### config.mk
export PLATFORM = sky130hd
export DESIGN_NAME = isxu_core
export DESIGN_NICKNAME = d
export VERILOG_FILES = /design/src/core/isxu_pkg.sv /design/src/core/isxu_alu.sv /design/src/core/isxu_core.sv
export SDC_FILE = /design/constraint.sdc
export NUM_CORES = 1
export LEC_CHECK = 0
export BUFFER_PORTS_ARGS = -buffer_cell sky130_fd_sc_hd__buf_2
export CAP_MARGIN = 10
export CORE_MARGIN = 10
export CORE_UTILIZATION = 30
export CTS_CLUSTER_DIAMETER = 120
export DETAILED_ROUTE_END_ITERATION = 10
export PLACE_DENSITY = 0.57
export SYNTH_ARGS = -nofsm -noshare
export SYNTH_HDL_FRONTEND = slang
export SYNTH_SLANG_ARGS = --single-unit
### constraint.sdc
create_clock -name i_clk -period 9.25 [get_ports i_clk]
set_input_delay 0.925 -clock i_clk [delete_from_list [all_inputs] [get_ports i_clk]]
set_output_delay 0.925 -clock i_clk [all_outputs]
set_load 0.02 [all_outputs]
### src/core/isxu_pkg.sv
// shared constants, enums and carriers of the instruction subset execute unit
package isxu_pkg;

    // ------------------------------------------------------------
    // file addresses that are served inside the unit
    // ------------------------------------------------------------
    localparam logic [7:0] FA_PCL = 8'h02;
    localparam logic [7:0] FA_UPPER_PC_HOLDING_LATCH = 8'h03;
    localparam logic [7:0] FA_ASTAT = 8'h04;

    // ------------------------------------------------------------
    // arith status flag positions
    // ------------------------------------------------------------
    localparam int FLAG_CARRY = 0;
    localparam int FLAG_HALF_NIBBLE_CARRY = 1;
    localparam int FLAG_ZERO = 2;
    localparam int FLAG_SIGNED_RANGE = 3;

    // ------------------------------------------------------------
    // axi4-lite register byte offsets and responses
    // ------------------------------------------------------------
    localparam logic [7:0] REG_INSTR = 8'h00;
    localparam logic [7:0] REG_WACC = 8'h04;
    localparam logic [7:0] REG_ASTAT = 8'h08;
    localparam logic [7:0] REG_UPPER_PC_HOLDING_LATCH = 8'h0c;
    localparam logic [7:0] REG_STATE = 8'h10;
    localparam logic [1:0] RESP_OKAY = 2'h0;
    localparam logic [1:0] RESP_SLVERR = 2'h2;

    // ------------------------------------------------------------
    // values after reset
    // ------------------------------------------------------------
    localparam logic [7:0] WACC_RST = 8'h00;
    localparam logic [7:0] ASTAT_RST = 8'h00;
    localparam logic [7:0] UPPER_PC_HOLDING_LATCH_RST = 8'h00;
    localparam logic [15:0] PC_RST = 16'h0000;

    // ------------------------------------------------------------
    // enums and carriers
    // ------------------------------------------------------------
    typedef enum logic [1:0] {
        PH_Q1 = 2'b00,
        PH_Q2 = 2'b01,
        PH_Q3 = 2'b10,
        PH_Q4 = 2'b11
    } isxu_phase_t;

    typedef enum logic [2:0] {
        OP_NOP = 3'b000,
        OP_SET_BIT = 3'b001,
        OP_TEST_SKIP_CLEAR = 3'b010,
        OP_INC_SKIP_NZ = 3'b011,
        OP_OR_LIT = 3'b100,
        OP_SUB = 3'b101,
        OP_SUB_BORROW = 3'b110
    } isxu_op_t;

    typedef struct packed {
        logic [7:0] val;
        logic [3:0] flags;
        logic [3:0] upd;
        logic skip;
        logic wr;
        logic to_file;
    } isxu_alu_res_t;

    typedef struct packed {
        logic [7:0] addr;
        logic re;
        logic we;
        logic [7:0] wdata;
    } isxu_file_req_t;

endpackage

### src/core/isxu_alu.sv
// combinational datapath of the instruction subset execute unit
`timescale 1ns/1ns
`default_nettype none
module isxu_alu
    import isxu_pkg::*;
(
    input wire isxu_op_t i_op,
    input wire logic [7:0] i_opnd,
    input wire logic [7:0] i_wacc,
    input wire logic [7:0] i_lit,
    input wire logic [2:0] i_bsel,
    input wire logic i_dbit,
    input wire logic i_carry,
    output isxu_alu_res_t o_res
);
    // ------------------------------------------------------------
    // shared arithmetic
    // ------------------------------------------------------------
    // subtract as f + ~w + cin, so carry comes out as inverted borrow
    logic cin;
    logic [8:0] diff9;
    logic [4:0] low5;
    logic [7:0] bit_mask;
    assign cin = (i_op == OP_SUB) ? 1'b1 : i_carry;
    assign diff9 = {1'b0, i_opnd} + {1'b0, ~i_wacc} + {8'h00, cin};
    assign low5 = {1'b0, i_opnd[3:0]} + {1'b0, ~i_wacc[3:0]} + {4'h0, cin};
    assign bit_mask = 8'h01 << i_bsel;

    // result, flag and write selection per operation
    always_comb begin
        o_res = '0;
        unique case (i_op)
            OP_SET_BIT: begin
                o_res.val = i_opnd | bit_mask;
                o_res.wr = 1'b1;
                o_res.to_file = 1'b1;
            end
            OP_TEST_SKIP_CLEAR: begin
                o_res.val = i_opnd;
                o_res.skip = ~|(i_opnd & bit_mask);
            end
            OP_INC_SKIP_NZ: begin
                o_res.val = i_opnd + 8'h01;
                o_res.skip = |o_res.val;
                o_res.wr = 1'b1;
                o_res.to_file = i_dbit;
            end
            OP_OR_LIT: begin
                o_res.val = i_wacc | i_lit;
                o_res.flags[FLAG_ZERO] = ~|o_res.val;
                o_res.upd[FLAG_ZERO] = 1'b1;
                o_res.wr = 1'b1;
            end
            OP_SUB, OP_SUB_BORROW: begin
                o_res.val = diff9[7:0];
                o_res.flags[FLAG_CARRY] = diff9[8];
                o_res.flags[FLAG_HALF_NIBBLE_CARRY] = low5[4];
                o_res.flags[FLAG_ZERO] = ~|diff9[7:0];
                o_res.flags[FLAG_SIGNED_RANGE] = (i_opnd[7] ^ i_wacc[7])
                    & (diff9[7] ^ i_opnd[7]);
                o_res.upd = 4'hf;
                o_res.wr = 1'b1;
                o_res.to_file = i_dbit;
            end
            default: begin
                o_res = '0;
            end
        endcase
    end
endmodule // isxu_alu
`default_nettype wire

### src/core/isxu_core.sv
// four-phase execute unit for a subset of the 8-bit instruction set
// Notes on behaviour
// - own flag updates override the same bits written into arith_status_reg
// - pcl read copies high byte to latch unless the same instruction writes pcl; pcl write loads high byte from latch
// - program counter high byte is internal, reached only through the holding latch
// - set-bit reads all eight bits, changes one, writes all eight back; test-bit only reads
// - hardware set/clear of status flags happens only in first quarter phase
// - set-bit forces bit b of file f high, flags untouched, one cycle
// - test-bit skips prefetched instruction with an idle cycle when bit clear
// - increment to destination, skip when sum nonzero, flags untouched
// - destination bit 0 selects accumulator, 1 selects file register
// - subtract computes f minus accumulator, updates four flags, one cycle
// - subtract with borrow also subtracts inverted carry, updates four flags
// - or-literal ors eight-bit literal into accumulator, only zero flag changes
//
// The AXI4-Lite register port and the address map were left to the implementer.
`timescale 1ns/1ns
`default_nettype none
module isxu_core
    import isxu_pkg::*;
(
    input wire logic i_clk,
    input wire logic i_rst_b,
    input wire logic [7:0] i_awaddr,
    input wire logic i_awvalid,
    output logic o_awready,
    input wire logic [31:0] i_wdata,
    input wire logic [3:0] i_wstrb,
    input wire logic i_wvalid,
    output logic o_wready,
    output logic [1:0] o_bresp,
    output logic o_bvalid,
    input wire logic i_bready,
    input wire logic [7:0] i_araddr,
    input wire logic i_arvalid,
    output logic o_arready,
    output logic [31:0] o_rdata,
    output logic [1:0] o_rresp,
    output logic o_rvalid,
    input wire logic i_rready,
    input wire logic [3:0] i_hw_flag_set,
    input wire logic [3:0] i_hw_flag_clr,
    input wire logic [7:0] i_file_rdata,
    output isxu_file_req_t o_file
);
    // ------------------------------------------------------------
    // state
    // ------------------------------------------------------------
    isxu_phase_t phase_reg;
    logic pend_reg;
    logic [15:0] pend_instr_reg;
    logic [15:0] ir_reg;
    logic active_reg;
    logic cyc_reg;
    logic skip_reg;
    logic int_src_reg;
    logic [7:0] opnd_int_reg;
    isxu_alu_res_t res_reg;
    logic [3:0] hwset_reg;
    logic [3:0] hwclr_reg;
    logic [7:0] working_accumulator_reg;
    logic [7:0] arith_status_reg;
    logic [7:0] program_counter_low_reg;
    logic [7:0] program_counter_high_reg;
    logic [7:0] upper_pc_holding_latch_reg;
    logic aw_have_reg;
    logic w_have_reg;
    logic [7:0] awaddr_reg;
    logic [31:0] wdata_reg;
    logic wlane0_reg;

    // ------------------------------------------------------------
    // decode
    // ------------------------------------------------------------
    function automatic isxu_op_t decode(input logic [15:0] w);
        isxu_op_t op;
        op = OP_NOP;
        if (w[15:11] == 5'b10000) op = OP_SET_BIT;
        else if (w[15:11] == 5'b10011) op = OP_TEST_SKIP_CLEAR;
        else if (w[15:9] == 7'b0010010) op = OP_INC_SKIP_NZ;
        else if (w[15:8] == 8'hb3) op = OP_OR_LIT;
        else if (w[15:9] == 7'b0000010) op = OP_SUB;
        else if (w[15:9] == 7'b0000001) op = OP_SUB_BORROW;
        return op;
    endfunction

    function automatic logic is_internal(input logic [7:0] a);
        return (a == FA_PCL) || (a == FA_UPPER_PC_HOLDING_LATCH) || (a == FA_ASTAT);
    endfunction

    isxu_op_t op_w;
    isxu_op_t pend_op_w;
    logic [7:0] f_addr;
    logic reads_f;
    logic pend_reads_f;
    logic q1;
    logic q2;
    logic q3;
    logic q4;
    logic consume;
    assign op_w = decode(ir_reg);
    assign pend_op_w = decode(pend_instr_reg);
    assign f_addr = ir_reg[7:0];
    assign reads_f = (op_w != OP_NOP) && (op_w != OP_OR_LIT);
    assign pend_reads_f = (pend_op_w != OP_NOP) && (pend_op_w != OP_OR_LIT);
    assign q1 = (phase_reg == PH_Q1);
    assign q2 = (phase_reg == PH_Q2);
    assign q3 = (phase_reg == PH_Q3);
    assign q4 = (phase_reg == PH_Q4);
    assign consume = q1 && pend_reg;

    // ------------------------------------------------------------
    // operand and datapath
    // ------------------------------------------------------------
    // internal registers answer in q2; outside file answers in q3
    logic [7:0] int_val;
    logic [7:0] opnd_w;
    isxu_alu_res_t alu_res;
    assign int_val = (f_addr == FA_PCL) ? program_counter_low_reg :
        (f_addr == FA_UPPER_PC_HOLDING_LATCH) ? upper_pc_holding_latch_reg : arith_status_reg;
    assign opnd_w = int_src_reg ? opnd_int_reg : i_file_rdata;

    isxu_alu u_alu (
        .i_op(op_w),
        .i_opnd(opnd_w),
        .i_wacc(working_accumulator_reg),
        .i_lit(ir_reg[7:0]),
        .i_bsel(ir_reg[10:8]),
        .i_dbit(ir_reg[8]),
        .i_carry(arith_status_reg[FLAG_CARRY]),
        .o_res(alu_res)
    );

    // ------------------------------------------------------------
    // axi4-lite slave
    // ------------------------------------------------------------
    // writes land only in q1 so they never race instruction writes
    logic do_write;
    logic aw_take;
    logic w_take;
    logic ar_take;
    logic wr_mapped;
    logic wr_instr;
    logic wr_wacc;
    logic wr_astat;
    logic wr_upper_pc_holding_latch;
    logic [31:0] rd_val;
    logic rd_mapped;
    assign do_write = aw_have_reg && w_have_reg && !o_bvalid && q1;
    assign aw_take = i_awvalid && o_awready;
    assign w_take = i_wvalid && o_wready;
    assign ar_take = i_arvalid && o_arready;
    assign wr_mapped = (awaddr_reg == REG_INSTR) || (awaddr_reg == REG_WACC)
        || (awaddr_reg == REG_ASTAT) || (awaddr_reg == REG_UPPER_PC_HOLDING_LATCH)
        || (awaddr_reg == REG_STATE);
    assign wr_instr = do_write && wlane0_reg && (awaddr_reg == REG_INSTR);
    assign wr_wacc = do_write && wlane0_reg && (awaddr_reg == REG_WACC);
    assign wr_astat = do_write && wlane0_reg && (awaddr_reg == REG_ASTAT);
    assign wr_upper_pc_holding_latch = do_write && wlane0_reg && (awaddr_reg == REG_UPPER_PC_HOLDING_LATCH);
    assign rd_mapped = (i_araddr == REG_INSTR) || (i_araddr == REG_WACC)
        || (i_araddr == REG_ASTAT) || (i_araddr == REG_UPPER_PC_HOLDING_LATCH)
        || (i_araddr == REG_STATE);
    assign rd_val = (i_araddr == REG_WACC) ? {24'h0, working_accumulator_reg} :
        (i_araddr == REG_ASTAT) ? {24'h0, arith_status_reg} :
        (i_araddr == REG_UPPER_PC_HOLDING_LATCH) ? {24'h0, upper_pc_holding_latch_reg} :
        (i_araddr == REG_STATE) ? {28'h0, skip_reg, pend_reg, phase_reg} : 32'h0;

    // channel handshakes, one write and one read in flight
    always_ff @(posedge i_clk or negedge i_rst_b) begin
        if (!i_rst_b) begin
            aw_have_reg <= 1'b0;
            w_have_reg <= 1'b0;
            awaddr_reg <= 8'h00;
            wdata_reg <= 32'h0;
            wlane0_reg <= 1'b0;
            o_awready <= 1'b0;
            o_wready <= 1'b0;
            o_bvalid <= 1'b0;
            o_bresp <= RESP_OKAY;
            o_arready <= 1'b0;
            o_rvalid <= 1'b0;
            o_rdata <= 32'h0;
            o_rresp <= RESP_OKAY;
        end else begin
            aw_have_reg <= (aw_have_reg && !do_write) || aw_take;
            w_have_reg <= (w_have_reg && !do_write) || w_take;
            o_awready <= !((aw_have_reg && !do_write) || aw_take);
            o_wready <= !((w_have_reg && !do_write) || w_take);
            if (aw_take) awaddr_reg <= {i_awaddr[7:2], 2'b00};
            if (w_take) begin
                wdata_reg <= i_wdata;
                wlane0_reg <= i_wstrb[0];
            end
            o_bvalid <= do_write || (o_bvalid && !i_bready);
            if (do_write) o_bresp <= wr_mapped ? RESP_OKAY : RESP_SLVERR;
            o_rvalid <= ar_take || (o_rvalid && !i_rready);
            o_arready <= !(ar_take || (o_rvalid && !i_rready));
            if (ar_take) begin
                o_rdata <= rd_val;
                o_rresp <= rd_mapped ? RESP_OKAY : RESP_SLVERR;
            end
        end
    end

    // ------------------------------------------------------------
    // instruction sequencing
    // ------------------------------------------------------------
    // one 16-bit word is held; a write in q1 becomes the next word while the held word is taken
    always_ff @(posedge i_clk or negedge i_rst_b) begin
        if (!i_rst_b) begin
            phase_reg <= PH_Q1;
            pend_reg <= 1'b0;
            pend_instr_reg <= 16'h0;
        end else begin
            phase_reg <= isxu_phase_t'(phase_reg + 2'b01);
            pend_reg <= wr_instr || (pend_reg && !consume);
            if (wr_instr) pend_instr_reg <= wdata_reg[15:0];
        end
    end

    // one phase per stage, skip cycle idle throughout
    always_ff @(posedge i_clk or negedge i_rst_b) begin
        if (!i_rst_b) begin
            ir_reg <= 16'h0;
            active_reg <= 1'b0;
            cyc_reg <= 1'b0;
            skip_reg <= 1'b0;
            int_src_reg <= 1'b0;
            opnd_int_reg <= 8'h00;
            res_reg <= '0;
            o_file <= '0;
        end else begin
            o_file.re <= consume && !skip_reg && pend_reads_f
                && !is_internal(pend_instr_reg[7:0]);
            o_file.we <= q3 && active_reg && alu_res.wr && alu_res.to_file
                && !is_internal(f_addr);
            if (consume) begin
                ir_reg <= skip_reg ? 16'h0 : pend_instr_reg;
                active_reg <= !skip_reg;
                cyc_reg <= 1'b1;
                skip_reg <= 1'b0;
                o_file.addr <= pend_instr_reg[7:0];
            end
            if (q2) begin
                int_src_reg <= is_internal(f_addr);
                opnd_int_reg <= int_val;
            end
            if (q3) begin
                res_reg <= active_reg ? alu_res : '0;
                o_file.wdata <= alu_res.val;
            end
            if (q4) begin
                skip_reg <= skip_reg || (active_reg && res_reg.skip);
                active_reg <= 1'b0;
                cyc_reg <= 1'b0;
            end
        end
    end

    // ------------------------------------------------------------
    // architectural registers
    // ------------------------------------------------------------
    logic commit;
    logic wr_file_int;
    logic dest_astat;
    logic dest_pcl;
    logic dest_upper_pc_holding_latch;
    logic read_pcl;
    logic [7:0] astat_base;
    logic [7:0] astat_q4;
    logic [7:0] astat_q1;
    logic [15:0] pc_inc;
    assign commit = q4 && active_reg && res_reg.wr;
    assign wr_file_int = commit && res_reg.to_file;
    assign dest_astat = wr_file_int && (f_addr == FA_ASTAT);
    assign dest_pcl = wr_file_int && (f_addr == FA_PCL);
    assign dest_upper_pc_holding_latch = wr_file_int && (f_addr == FA_UPPER_PC_HOLDING_LATCH);
    // a read-modify-write of pcl must not refresh the latch it is about to load
    assign read_pcl = q2 && active_reg && reads_f && (f_addr == FA_PCL)
        && !(alu_res.wr && alu_res.to_file);
    // instruction flags override bits written to status
    assign astat_base = dest_astat ? res_reg.val : arith_status_reg;
    assign astat_q4 = (astat_base & ~{4'h0, res_reg.upd})
        | {4'h0, res_reg.flags & res_reg.upd};
    // hardware flag changes applied in q1, set beats clear
    assign astat_q1 = ((wr_astat ? wdata_reg[7:0] : arith_status_reg)
        & ~{4'h0, hwclr_reg & ~hwset_reg}) | {4'h0, hwset_reg};
    assign pc_inc = {program_counter_high_reg, program_counter_low_reg} + 16'h0001;

    // hardware flag requests wait for q1; a new request in q1 is kept
    always_ff @(posedge i_clk or negedge i_rst_b) begin
        if (!i_rst_b) begin
            hwset_reg <= 4'h0;
            hwclr_reg <= 4'h0;
        end else begin
            hwset_reg <= (q1 ? 4'h0 : hwset_reg) | i_hw_flag_set;
            hwclr_reg <= (q1 ? 4'h0 : hwclr_reg) | i_hw_flag_clr;
        end
    end

    // destination bit picks accumulator or file
    always_ff @(posedge i_clk or negedge i_rst_b) begin
        if (!i_rst_b) begin
            working_accumulator_reg <= WACC_RST;
            arith_status_reg <= ASTAT_RST;
        end else begin
            if (commit && !res_reg.to_file) working_accumulator_reg <= res_reg.val;
            else if (wr_wacc) working_accumulator_reg <= wdata_reg[7:0];
            if (q4 && active_reg) arith_status_reg <= astat_q4;
            else if (q1) arith_status_reg <= astat_q1;
        end
    end

    // pcl read and write paths through the latch
    // high byte has no address of its own
    always_ff @(posedge i_clk or negedge i_rst_b) begin
        if (!i_rst_b) begin
            program_counter_low_reg <= PC_RST[7:0];
            program_counter_high_reg <= PC_RST[15:8];
            upper_pc_holding_latch_reg <= UPPER_PC_HOLDING_LATCH_RST;
        end else begin
            if (read_pcl) upper_pc_holding_latch_reg <= program_counter_high_reg;
            else if (dest_upper_pc_holding_latch) upper_pc_holding_latch_reg <= res_reg.val;
            else if (wr_upper_pc_holding_latch) upper_pc_holding_latch_reg <= wdata_reg[7:0];
            if (dest_pcl) begin
                program_counter_low_reg <= res_reg.val;
                program_counter_high_reg <= upper_pc_holding_latch_reg;
            end else if (q4 && cyc_reg) begin
                program_counter_low_reg <= pc_inc[7:0];
                program_counter_high_reg <= pc_inc[15:8];
            end
        end
    end

    logic [2:0] bsel_w;
    assign bsel_w = ir_reg[10:8];
    logic ex3;
    assign ex3 = q3 && active_reg;
endmodule // isxu_core
`default_nettype wire

# == Yosys cells after proc, flatten, opt, wreduce, memory -nomap -nowiden ==
# Index checks and enable logic that the tools add are counted.
# W data, S select, Z words.
# classes
eq_ne,37
n_shift,1
muxes,54
bitwise_logic,19
add_sub_neg,7
reduce_logical,92
# op_table
cell,n
$mux W8,19
$logic_and A1 B1 Y1,40
$pmux W8 S5,1
$mux W3,13
$eq A8 B2 Y1 const B,4
$reduce_or A8 Y1,4
$and A8 B8 Y8,3
$eq A8 B3 Y1 const B,3
$eq A5 B5 Y1 const B,4
$mux W19,1
$logic_or A1 B1 Y1,18
$add A16 B1 Y16 const B,1
$eq A8 B4 Y1 const B,2
$eq A8 B8 Y1 const B,2
$logic_not A1 Y1,16
$logic_not A8 Y1,2
$mux W16,1
$not A4 Y8,2
$or A8 B4 Y8,2
$or A8 B8 Y8,2
$eq A7 B1 Y1 const B,2
$eq A7 B2 Y1 const B,2
$eq A7 B5 Y1 const B,2
$eq A6 B2 Y1 const B,2
32 further kinds,62
# word_totals
reg_bits,198
out_inout_bits,59
inputBits,75

# == Longest topological paths before layout ==
# Gate-level depths: netlist (run 1).
# depth
word_depth,14
ltp_mapped,12

# == By module ==
# Synthesis (run 1) repeated with hierarchy kept, for this count alone.
# hier_totals
hier_cells,960
area_unflattened_um2,9361.5
# modules_own_cells
mod,area_per_inst_um2,n_inst,cells_each
isxu_core,8220.4,1,783
isxu_alu,1141.1,1,177

# == Worst setup path before layout (run 1) ==
# No wires, ideal clock.
# synth_timing
path_type,in2reg
from,input port i_file_rdata[0]
to,register res_reg[9] in the netlist's numbering
slack_ps,6153
cell_stages,8
t_arrival_ps,3006
required_time_ps,9158
path_cell_list,mux2_2 fa_1 inv_1 fa_1 xnor2_1 or4b_1 or4_1 o31ai_2
# synth_between
elab_chain_cells,7
# synth_lines
item,line_no,rtl
start: declaration,isxu_core.sv:43,"input wire logic [7:0] i_file_rdata,"
$mux W8,isxu_core.sv:121,assign opnd_w = int_src_reg ? opnd_int_reg : i_file_rdata;
$add A8 B8 Y9,isxu_alu.sv:25,"assign diff9 = {1'b0, i_opnd} + {1'b0, ~i_wacc} + {8'h00, cin};"
$add A9 B1 Y9,isxu_alu.sv:25,
$reduce_or A8 Y1,isxu_alu.sv:58,o_res.flags[FLAG_ZERO] = ~|diff9[7:0];
$logic_not A1 Y1,isxu_alu.sv:58,
$pmux W1 S2,isxu_alu.sv:32,unique case (i_op)
$mux W19,isxu_core.sv:249,res_reg <= active_reg ? alu_res : '0;
end signal: assignment,isxu_core.sv:249,
end: declaration,isxu_core.sv:58,isxu_alu_res_t res_reg;
# Every way passes these cells.
# A chain may end at the register's enable or synchronous reset.

# == Worst setup path in the final report (run 1) ==
# layout_timing
from,register int_src_reg
to,register res_reg[9] in the netlist's numbering
# layout_between
elab_chain_cells,7
# layout_lines
item,line_no,rtl
start: declaration,isxu_core.sv:56,logic int_src_reg;
start signal: assignment,isxu_core.sv:245,int_src_reg <= is_internal(f_addr);
$mux W8,isxu_core.sv:121,
$add A8 B8 Y9,isxu_alu.sv:25,
$add A9 B1 Y9,isxu_alu.sv:25,
$reduce_or A8 Y1,isxu_alu.sv:58,
$logic_not A1 Y1,isxu_alu.sv:58,
$pmux W1 S2,isxu_alu.sv:32,
$mux W19,isxu_core.sv:249,
# Every way passes these cells.

==> impl_metrics.csv, run 1 <==
group,metric,value,unit
power,power.ir.vdd_worst,0.1359,mV
final_layout,drive_above_1_share,21.78,%
global_route,grt.met1_usage,17.52,%
global_route,grt.met3_usage,2.905,%
min_path,holdCritPathClass,"flop to flop",
critical_path,critPathRequiredTime,9.59,ns
drt,antenna_violating_nets_post_route,0,
final_layout,fillers,3011,
floorplan,chipWidth,193.6,µm
final_layout,finalNetCount,1056,
clock_tree,cts_made_buffers,17,
critical_path,crit_path_end_kind,"flop",
clock_tree,holdBufCountCts,0,
drt,avgRoutedWirePerCell,18.33,µm
timing,max_clock_freq,0.2993,GHz
final_layout,final_cell_area,10320,µm²
global_route,grt_first_pass_wirelength,40.58,mm
global_route,grt-ovfl-total,0,
logic_synthesis,most_frequently_used_cell_type_in_the_post_synthesis_netlist,"dfrtp_1",
floorplan,die_y,193.6,µm
job,max_cap_violations,0,
drt,post_drt_via_cell_ratio,5.012,
floorplan,core.rowCount,63,
logic_synthesis,yosys_most_used_dff,"dfrtp_1",
global_route,grt.total_usage,13.46,%
floorplan,start_util,30.41,%
logic_synthesis,yosysTopAreaCell,"dfrtp_1",
drt,routed_wirelength,25.07,mm
clock_tree,cts-root-buf,"clkbuf_16",
logic_synthesis,synth-async-reset-ratio,100.0,%
final_layout,flip_flop_count_of_the_largest_register_after_layout,18,
timing,slew_violations,0,
drt,routed-via-count,6856,
global_route,grt_max_degree,78,
critical_path,worstPathMaxFanout,17,
logic_synthesis,netlist_instances,894,
critical_path,cp_slowest_stage_delay,0.68,ns
floorplan,ios,134,
global_route,busiest_layer,"met2",
logic_synthesis,synth_cell_types,77,
clock_tree,clock_tree.buffer_depth,2,
critical_path,timing.critical_path.cells,"mux2_2 > fa_1 > a21oi_1 > o22ai_1 > or2_2 > xor2_1 > or4_1 > o31ai_2",
timing,final.setup_skew,0.01942,ns
final_layout,synth_to_layout_area_growth,14.25,%
critical_path,cp_num_buf_inv,0,
logic_synthesis,syn_avg_cell_area,10.11,µm²
placed_design,dp.final_hpwl,19.27,mm
timing,count_of_final_setup_violators,0,
clock_tree,cts_tree,"built",
final_layout,multiInputGateArea,4395,µm²
placed_design,routabilityCongestion,0.9119,
clock_tree,cts_num_sinks,170,
logic_synthesis,synth_top_cells_by_area,"dfrtp_1 47%, mux2_2 9.0%, mux2i_1 4.0%",
power,power.static_leakage,4.700,nW
clock_tree,cts-resized-gates,0,
clock_tree,clock_latency,0.44,ns
timing,unrepaired_setup_endpoints_after_global_routing,"false",
placed_design,numPortBuffers,86,
logic_synthesis,synth_warnings,0,
final_layout,layout.cells.non_filler,1368,
logic_synthesis,synth.yosys.seq_area_share,47.08,%
critical_path,path_class,"flop to flop",
power,p_per_area,202.8,nW/µm²
timing,post-route-min-period,3.341,ns
critical_path,critical_path.startpoint_type,"flop",
placed_design,numPlacedInstances,1336,
timing,hold_viol_final,0,
timing,hold_ws,0.4841,ns
clock_tree,postCtsSetupRepairBufs,0,
run_status,run_status,"complete, no violations",
global_route,grt_pass1_vias,6988,
floorplan,core,29720,µm²
drt,firstDrtPassIters,5,
final_layout,insertedDiodeCount,0,
logic_synthesis,number_of_synthesized_register_bits,170,
drt,drt_first_iter_violations,525,
timing,relSlewSlack,29.05,%
floorplan,fp.dieArea,37460,µm²
logic_synthesis,netlist_area,9036,µm²
timing,timing.final.crit_share,36.12,%
placed_design,post_place_cell_area,9728,µm²
logic_synthesis,synth_top_area_share,47.08,%
global_route,groute.layer.met2.usage,21.71,%
critical_path,slowest_cell_on_the_critical_path,"dfrtp_1",
drt,number_of_design_rule_violations_left_after_detail_routing,0,
global_route,initial_antenna_violation_count,0,
critical_path,critical_path_arrival,3.68,ns
final_layout,regArea,4254,µm²
timing,worst_slew_pin_slew,1.062,ns
clock_tree,cts.clk_slew.worst_paths,0.07,ns
logic_synthesis,synth.top_cells.by_count,"170 x dfrtp_1, 87 x nor2_1, 76 x nand2_1",
timing,total_negative_setup_slack,0,ns
critical_path,critPathTopFamily,"simple AND/OR/NAND/NOR gates",
clock_tree,cts_h_tree_lvls,4,
logic_synthesis,synth-edff-count,0,
final timing paths:
kind / start / to / slack, ns / depth (start not counted)
max: int_src_reg / res_reg[9] / 5.91 / 8
min: o_rdata[5] / o_rdata[5] / 0.48 / 2
max reg2reg: int_src_reg / res_reg[9] / 5.91 / 8
min reg2reg: o_rdata[5] / o_rdata[5] / 0.48 / 2
max in group asynchronous: i_rst_b / program_counter_low_reg[6] / 7.58 / 2
min in group asynchronous: i_rst_b / o_file[15] / 0.52 / 1
metal layers:
metal	up-vias	wire, µm	part of all wire (%)
met3	25	1412	5.6
met5	-	0	0
met1	3357	11250	45
met2	210	11920	48
li1	3264	-	-
met4	0	488	1.9
metrics by stage:
| step | util (%) | setup slack (ns) | total power, mW |
|---|---|---|---|
| 2_1_floorplan | - | 6.153 | 1.241 |
| 3_3_place_gp | 32.74 | 5.727 | 1.388 |
| 3_5_place_dp | 32.74 | 5.728 | 1.394 |
| 4_1_cts | 34.74 | 5.911 | 2.114 |
| 5_1_grt | 34.74 | 5.631 | 2.209 |
| 6_report | 34.74 | 5.909 | 2.094 |
where the power goes:
group          internal [mW]  leakage (nW)  switching (mW)
sequential             0.854          2.23           0.142
combinational          0.184          2.18           0.201
clock                  0.364         0.288           0.349
total                   1.40          4.70           0.691
placed cells by master, fill, tap and decap left out, types with 6 or more instances in the layout:
| cell type | netlist | routed |
|---|---|---|
| a32oi_1 | 6 | 6 |
| nor3_1 | 8 | 8 |
| mux2_2 | 72 | 72 |
| xnor2_1 | 15 | 15 |
| dfrtp_1 | 170 | 170 |
| ha_1 | 14 | 14 |
| nand2b_1 | 27 | 27 |
| nand2_1 | 76 | 76 |
| buf_2 | 6 | 85 |
| o2bb2ai_1 | 12 | 12 |
| o21ai_0 | 46 | 46 |
| a21o_1 | 9 | 9 |
| clkbuf_16 | 0 | 17 |
| a22oi_1 | 10 | 10 |
| nand3_1 | 23 | 23 |
| conb_1 | 1 | 26 |
| a211oi_1 | 6 | 6 |
| mux2i_1 | 36 | 36 |
| inv_1 | 32 | 32 |
| xor2_1 | 12 | 12 |
| nor2_1 | 87 | 87 |
| a21oi_1 | 68 | 68 |
| nand4_1 | 7 | 7 |
worst min-delay path: stages, from the launching register on:
cell and delay, ns:
dfrtp_1 0.35, nand2_1 0.04, o21ai_0 0.06
cell families (layout without fill, tap and decap cells):
family,after synthesis,count (layout),synth area share [%]
multiplexers,109,109,13.21
flip-flops,170,170,47.08
other,1,26,0.04150
adder cells (fa/ha/maj),16,16,2.382
XOR/XNOR,27,27,2.617
buffers and inverters,96,155,5.317
AO/OA/AOI/OAI,196,196,13.78
AND/OR/NAND/NOR,279,279,15.58
cell type report:
type | instances | area share [%]
Clock inverter | 15 | 1.648
Clock buffer | 17 | 4.121
Inverter | 33 | 1.200
Timing Repair Buffer | 90 | 4.521
Sequential cell | 170 | 41.21
Tap cell | 390 | 4.727
Multi-Input combinational cell | 653 | 42.58
Note: power is estimated with default switching activity, not from simulation.
==> run 2: changes to the inputs <==
--- a/config.mk
+++ b/config.mk
@@ -5,6 +5,7 @@
 export SDC_FILE = /design/constraint.sdc
 export NUM_CORES = 1
 export LEC_CHECK = 0
+export ABC_AREA = 1
 export BUFFER_PORTS_ARGS = -buffer_cell sky130_fd_sc_hd__buf_2
 export CAP_MARGIN = 10
 export CORE_MARGIN = 10
==> constraint.sdc (replaced) <==
create_clock -name i_clk -period 3.42 [get_ports i_clk]
set_input_delay 0.342 -clock i_clk [delete_from_list [all_inputs] [get_ports i_clk]]
set_output_delay 0.342 -clock i_clk [all_outputs]
set_load 0.02 [all_outputs]
==> run 2 against run 1 <==
Worst setup slack worse by 5.2 ns. Largest power group unchanged. Combinational power grew to 3.3 times the previous value. Largest cell class unchanged. Clock skew is 0.0091 ns lower. Worst hold slack worse by 0.41 ns. First-iteration DRC count is 43% higher. Global-route usage is 1.8 points higher. Sequential share of layout area is 1.9 points lower. Non-clock buffer count is 5 higher. Clock power grew to 2.7 times the previous value.
==> impl_metrics.csv, run 2 <==
group,metric,value,unit
run_status,run_status,"complete, no violations",
logic_synthesis,number_of_synthesized_register_bits,170,
logic_synthesis,yosysTopAreaCell,"dfrtp_1",
logic_synthesis,synth-edff-count,0,
final_layout,finalNetCount,1380,
drt,routed_wirelength,29.39,mm
placed_design,dp.final_hpwl,22.95,mm
floorplan,fp.dieArea,39190,µm²
critical_path,critical_path_arrival,3.10,ns
final_layout,layout_commonest_cell,"nand2_1",
logic_synthesis,synth.top_cells.by_count,"333 x nand2_1, 170 x dfrtp_1, 134 x inv_1",
critical_path,worstPathMaxFanout,12,
timing,worst_slew_pin_slew,0.7299,ns
power,power.static_leakage,5.379,nW
logic_synthesis,netlist_instances,1206,
floorplan,start_util,30.26,%
job,max_cap_violations,0,
clock_tree,cts_made_buffers,17,
clock_tree,cts_h_tree_lvls,4,
placed_design,numPortBuffers,86,
clock_tree,clock_tree.buffer_depth,2,
drt,avgRoutedWirePerCell,17.24,µm
floorplan,core.rowCount,65,
floorplan,core,31390,µm²
drt,number_of_design_rule_violations_left_after_detail_routing,0,
timing,timing.final.crit_share,79.88,%
final_layout,commonest_cells_after_routing_fill_and_taps_aside,"333 x nand2_1, 170 x dfrtp_1, 134 x inv_1",
critical_path,critPathRequiredTime,3.79,ns
clock_tree,clock_latency,0.44,ns
timing,hold_ws,0.07812,ns
drt,antenna_violating_nets_post_route,0,
floorplan,ios,134,
timing,final.setup_skew,0.01033,ns
final_layout,synth_to_layout_area_growth,13.83,%
final_layout,drive_above_1_share,15.67,%
logic_synthesis,synth-async-reset-ratio,100.0,%
critical_path,crit_path_end_kind,"flop",
timing,setup_slack,0.6880,ns
global_route,grt_max_degree,63,
timing,unrepaired_setup_endpoints_after_global_routing,"false",
floorplan,chipWidth,198.0,µm
drt,routed-via-count,8263,
critical_path,path_class,"flop to flop",
logic_synthesis,synth.yosys.seq_area_share,44.78,%
drt,firstDrtPassIters,5,
clock_tree,cts.clk_slew.worst_paths,0.07,ns
global_route,grt_pass1_vias,8049,
logic_synthesis,synth_cell_types,60,
clock_tree,cts_num_sinks,170,
critical_path,critical_path.startpoint_type,"flop",
logic_synthesis,synth_top_area_share,44.78,%
timing,count_of_final_setup_violators,0,
logic_synthesis,most_frequently_used_cell_type_in_the_post_synthesis_netlist,"nand2_1",
timing,post-route-min-period,2.732,ns
timing,total_negative_setup_slack,0,ns
timing,relSlewSlack,51.08,%
clock_tree,postCtsSetupRepairBufs,0,
placed_design,post_place_setup_slack,0.7495,ns
placed_design,routabilityCongestion,0.9119,
timing,slew_violations,0,
global_route,grt-ovfl-total,0,
drt,post_drt_via_cell_ratio,4.846,
global_route,grt_first_pass_wirelength,46.40,mm
global_route,initial_antenna_violation_count,2,
power,design_power_total,5.889,mW
final_layout,final_util,34.45,%
clock_tree,holdBufCountCts,1,
clock_tree,cts-resized-gates,0,
final_layout,flip_flop_count_of_the_largest_register_after_layout,18,
logic_synthesis,synth_top_cells_by_area,"dfrtp_1 45%, nand2_1 13%, inv_1 5.3%",
global_route,grt.total_usage,15.24,%
logic_synthesis,syn_avg_cell_area,7.878,µm²
min_path,holdCritPathClass,"primary input to flop",
floorplan,die_y,198.0,µm
clock_tree,cts-root-buf,"clkbuf_16",
clock_tree,cts_tree,"built",
drt,drt_first_iter_violations,753,
power,power.ir.vdd_worst,0.3726,mV
logic_synthesis,synth_warnings,0,
timing,hold_viol_final,0,
timing,max_clock_freq,0.3660,GHz
logic_synthesis,netlist_area,9500,µm²
logic_synthesis,yosys_most_used_dff,"dfrtp_1",
power,p_per_area,544.6,nW/µm²
==> run 2: cell count changes after synthesis, moves of 12 or more <==
| cell | delta |
|---|---|
| o2bb2ai_1 | -12 |
| o22ai_1 | +15 |
| mux2_2 | -67 |
| inv_1 | +102 |
| nand3_1 | +34 |
| nand4_1 | +12 |
| a21oi_1 | -18 |
| nand2_1 | +257 |
| o211ai_1 | +12 |
| o21ai_2 | +13 |
| o21ai_0 | +22 |
| mux2i_1 | -36 |
| nor2_1 | +18 |
| nand2b_1 | -27 |
==> run 2: power breakdown <==
group / total (mW) / switching [mW] / internal (mW) / leakage, nW
registers: 2.68 / 0.318 / 2.36 / 2.18
logic: 1.27 / 0.829 / 0.438 / 2.92
clock network: 1.94 / 0.899 / 1.05 / 0.282
total: 5.89 / 2.05 / 3.84 / 5.38
==> run 2: worst paths after layout <==
kind                                  start           end  slack, ns  cells past startpoint
max in group asynchronous           i_rst_b  wdata_reg[2]       2.16                      3
max reg2reg                     int_src_reg    res_reg[9]       0.69                     16
max                             int_src_reg    res_reg[9]       0.69                     16
min                        i_hw_flag_set[1]  hwset_reg[1]       0.08                      2
min in group asynchronous           i_rst_b     ir_reg[8]       0.48                      2
min reg2reg                        o_rvalid     o_arready       0.46                      1
==> run 2: logic make-up after synthesis <==
group,synth area share [%]
mux,0.5926
fa+ha+maj,2.265
compound gates,13.22
flops,44.78
other cells,0.03947
buf+inv,9.943
simple gates,27.78
xor+xnor,1.383
==> run 2: final cells by class <==
class / instances / area (µm²)
repair buffers: 95 / 519.2
clock buffers: 19 / 442.9
well taps: 402 / 503.0
fillers: 3380 / 20580
clock inverters: 13 / 131.4
multi-input cells: 855 / 4395
inverters: 150 / 565.5
flip-flops and latches: 170 / 4254
diodes: 1 / 2.502
==> run 2: critical path, cell delays in order (launching register included) <==
cell and delay (ns):
dfrtp_1 0.52, inv_4 0.13, nand2_1 0.10, nand2_2 0.16, fa_1 0.47, inv_1 0.08
fa_1 0.20, inv_1 0.07, nand3_1 0.07, nand3_1 0.11, xnor2_1 0.23, nand2_1 0.08
nor2_1 0.09, nand3_1 0.13, nand2_1 0.12, nand2_1 0.06, nand2_1 0.05
==> run 2: routing by layer <==
metal	share of wire [%]	GRT usage, %	up-vias
met5	0.044	0	-
met4	1.7	4.214	2
met3	6.8	3.242	38
met2	44	23.31	273
met1	47	21.20	3908
li1	-	-	4042
==> run 2: per-stage QoR <==
stage	instances	area, µm²
global placement	1671	10230
floorplan	1231	9594
CTS	1704	10810
detailed placement	1671	10230
global route	1704	10810
finish	1705	10810
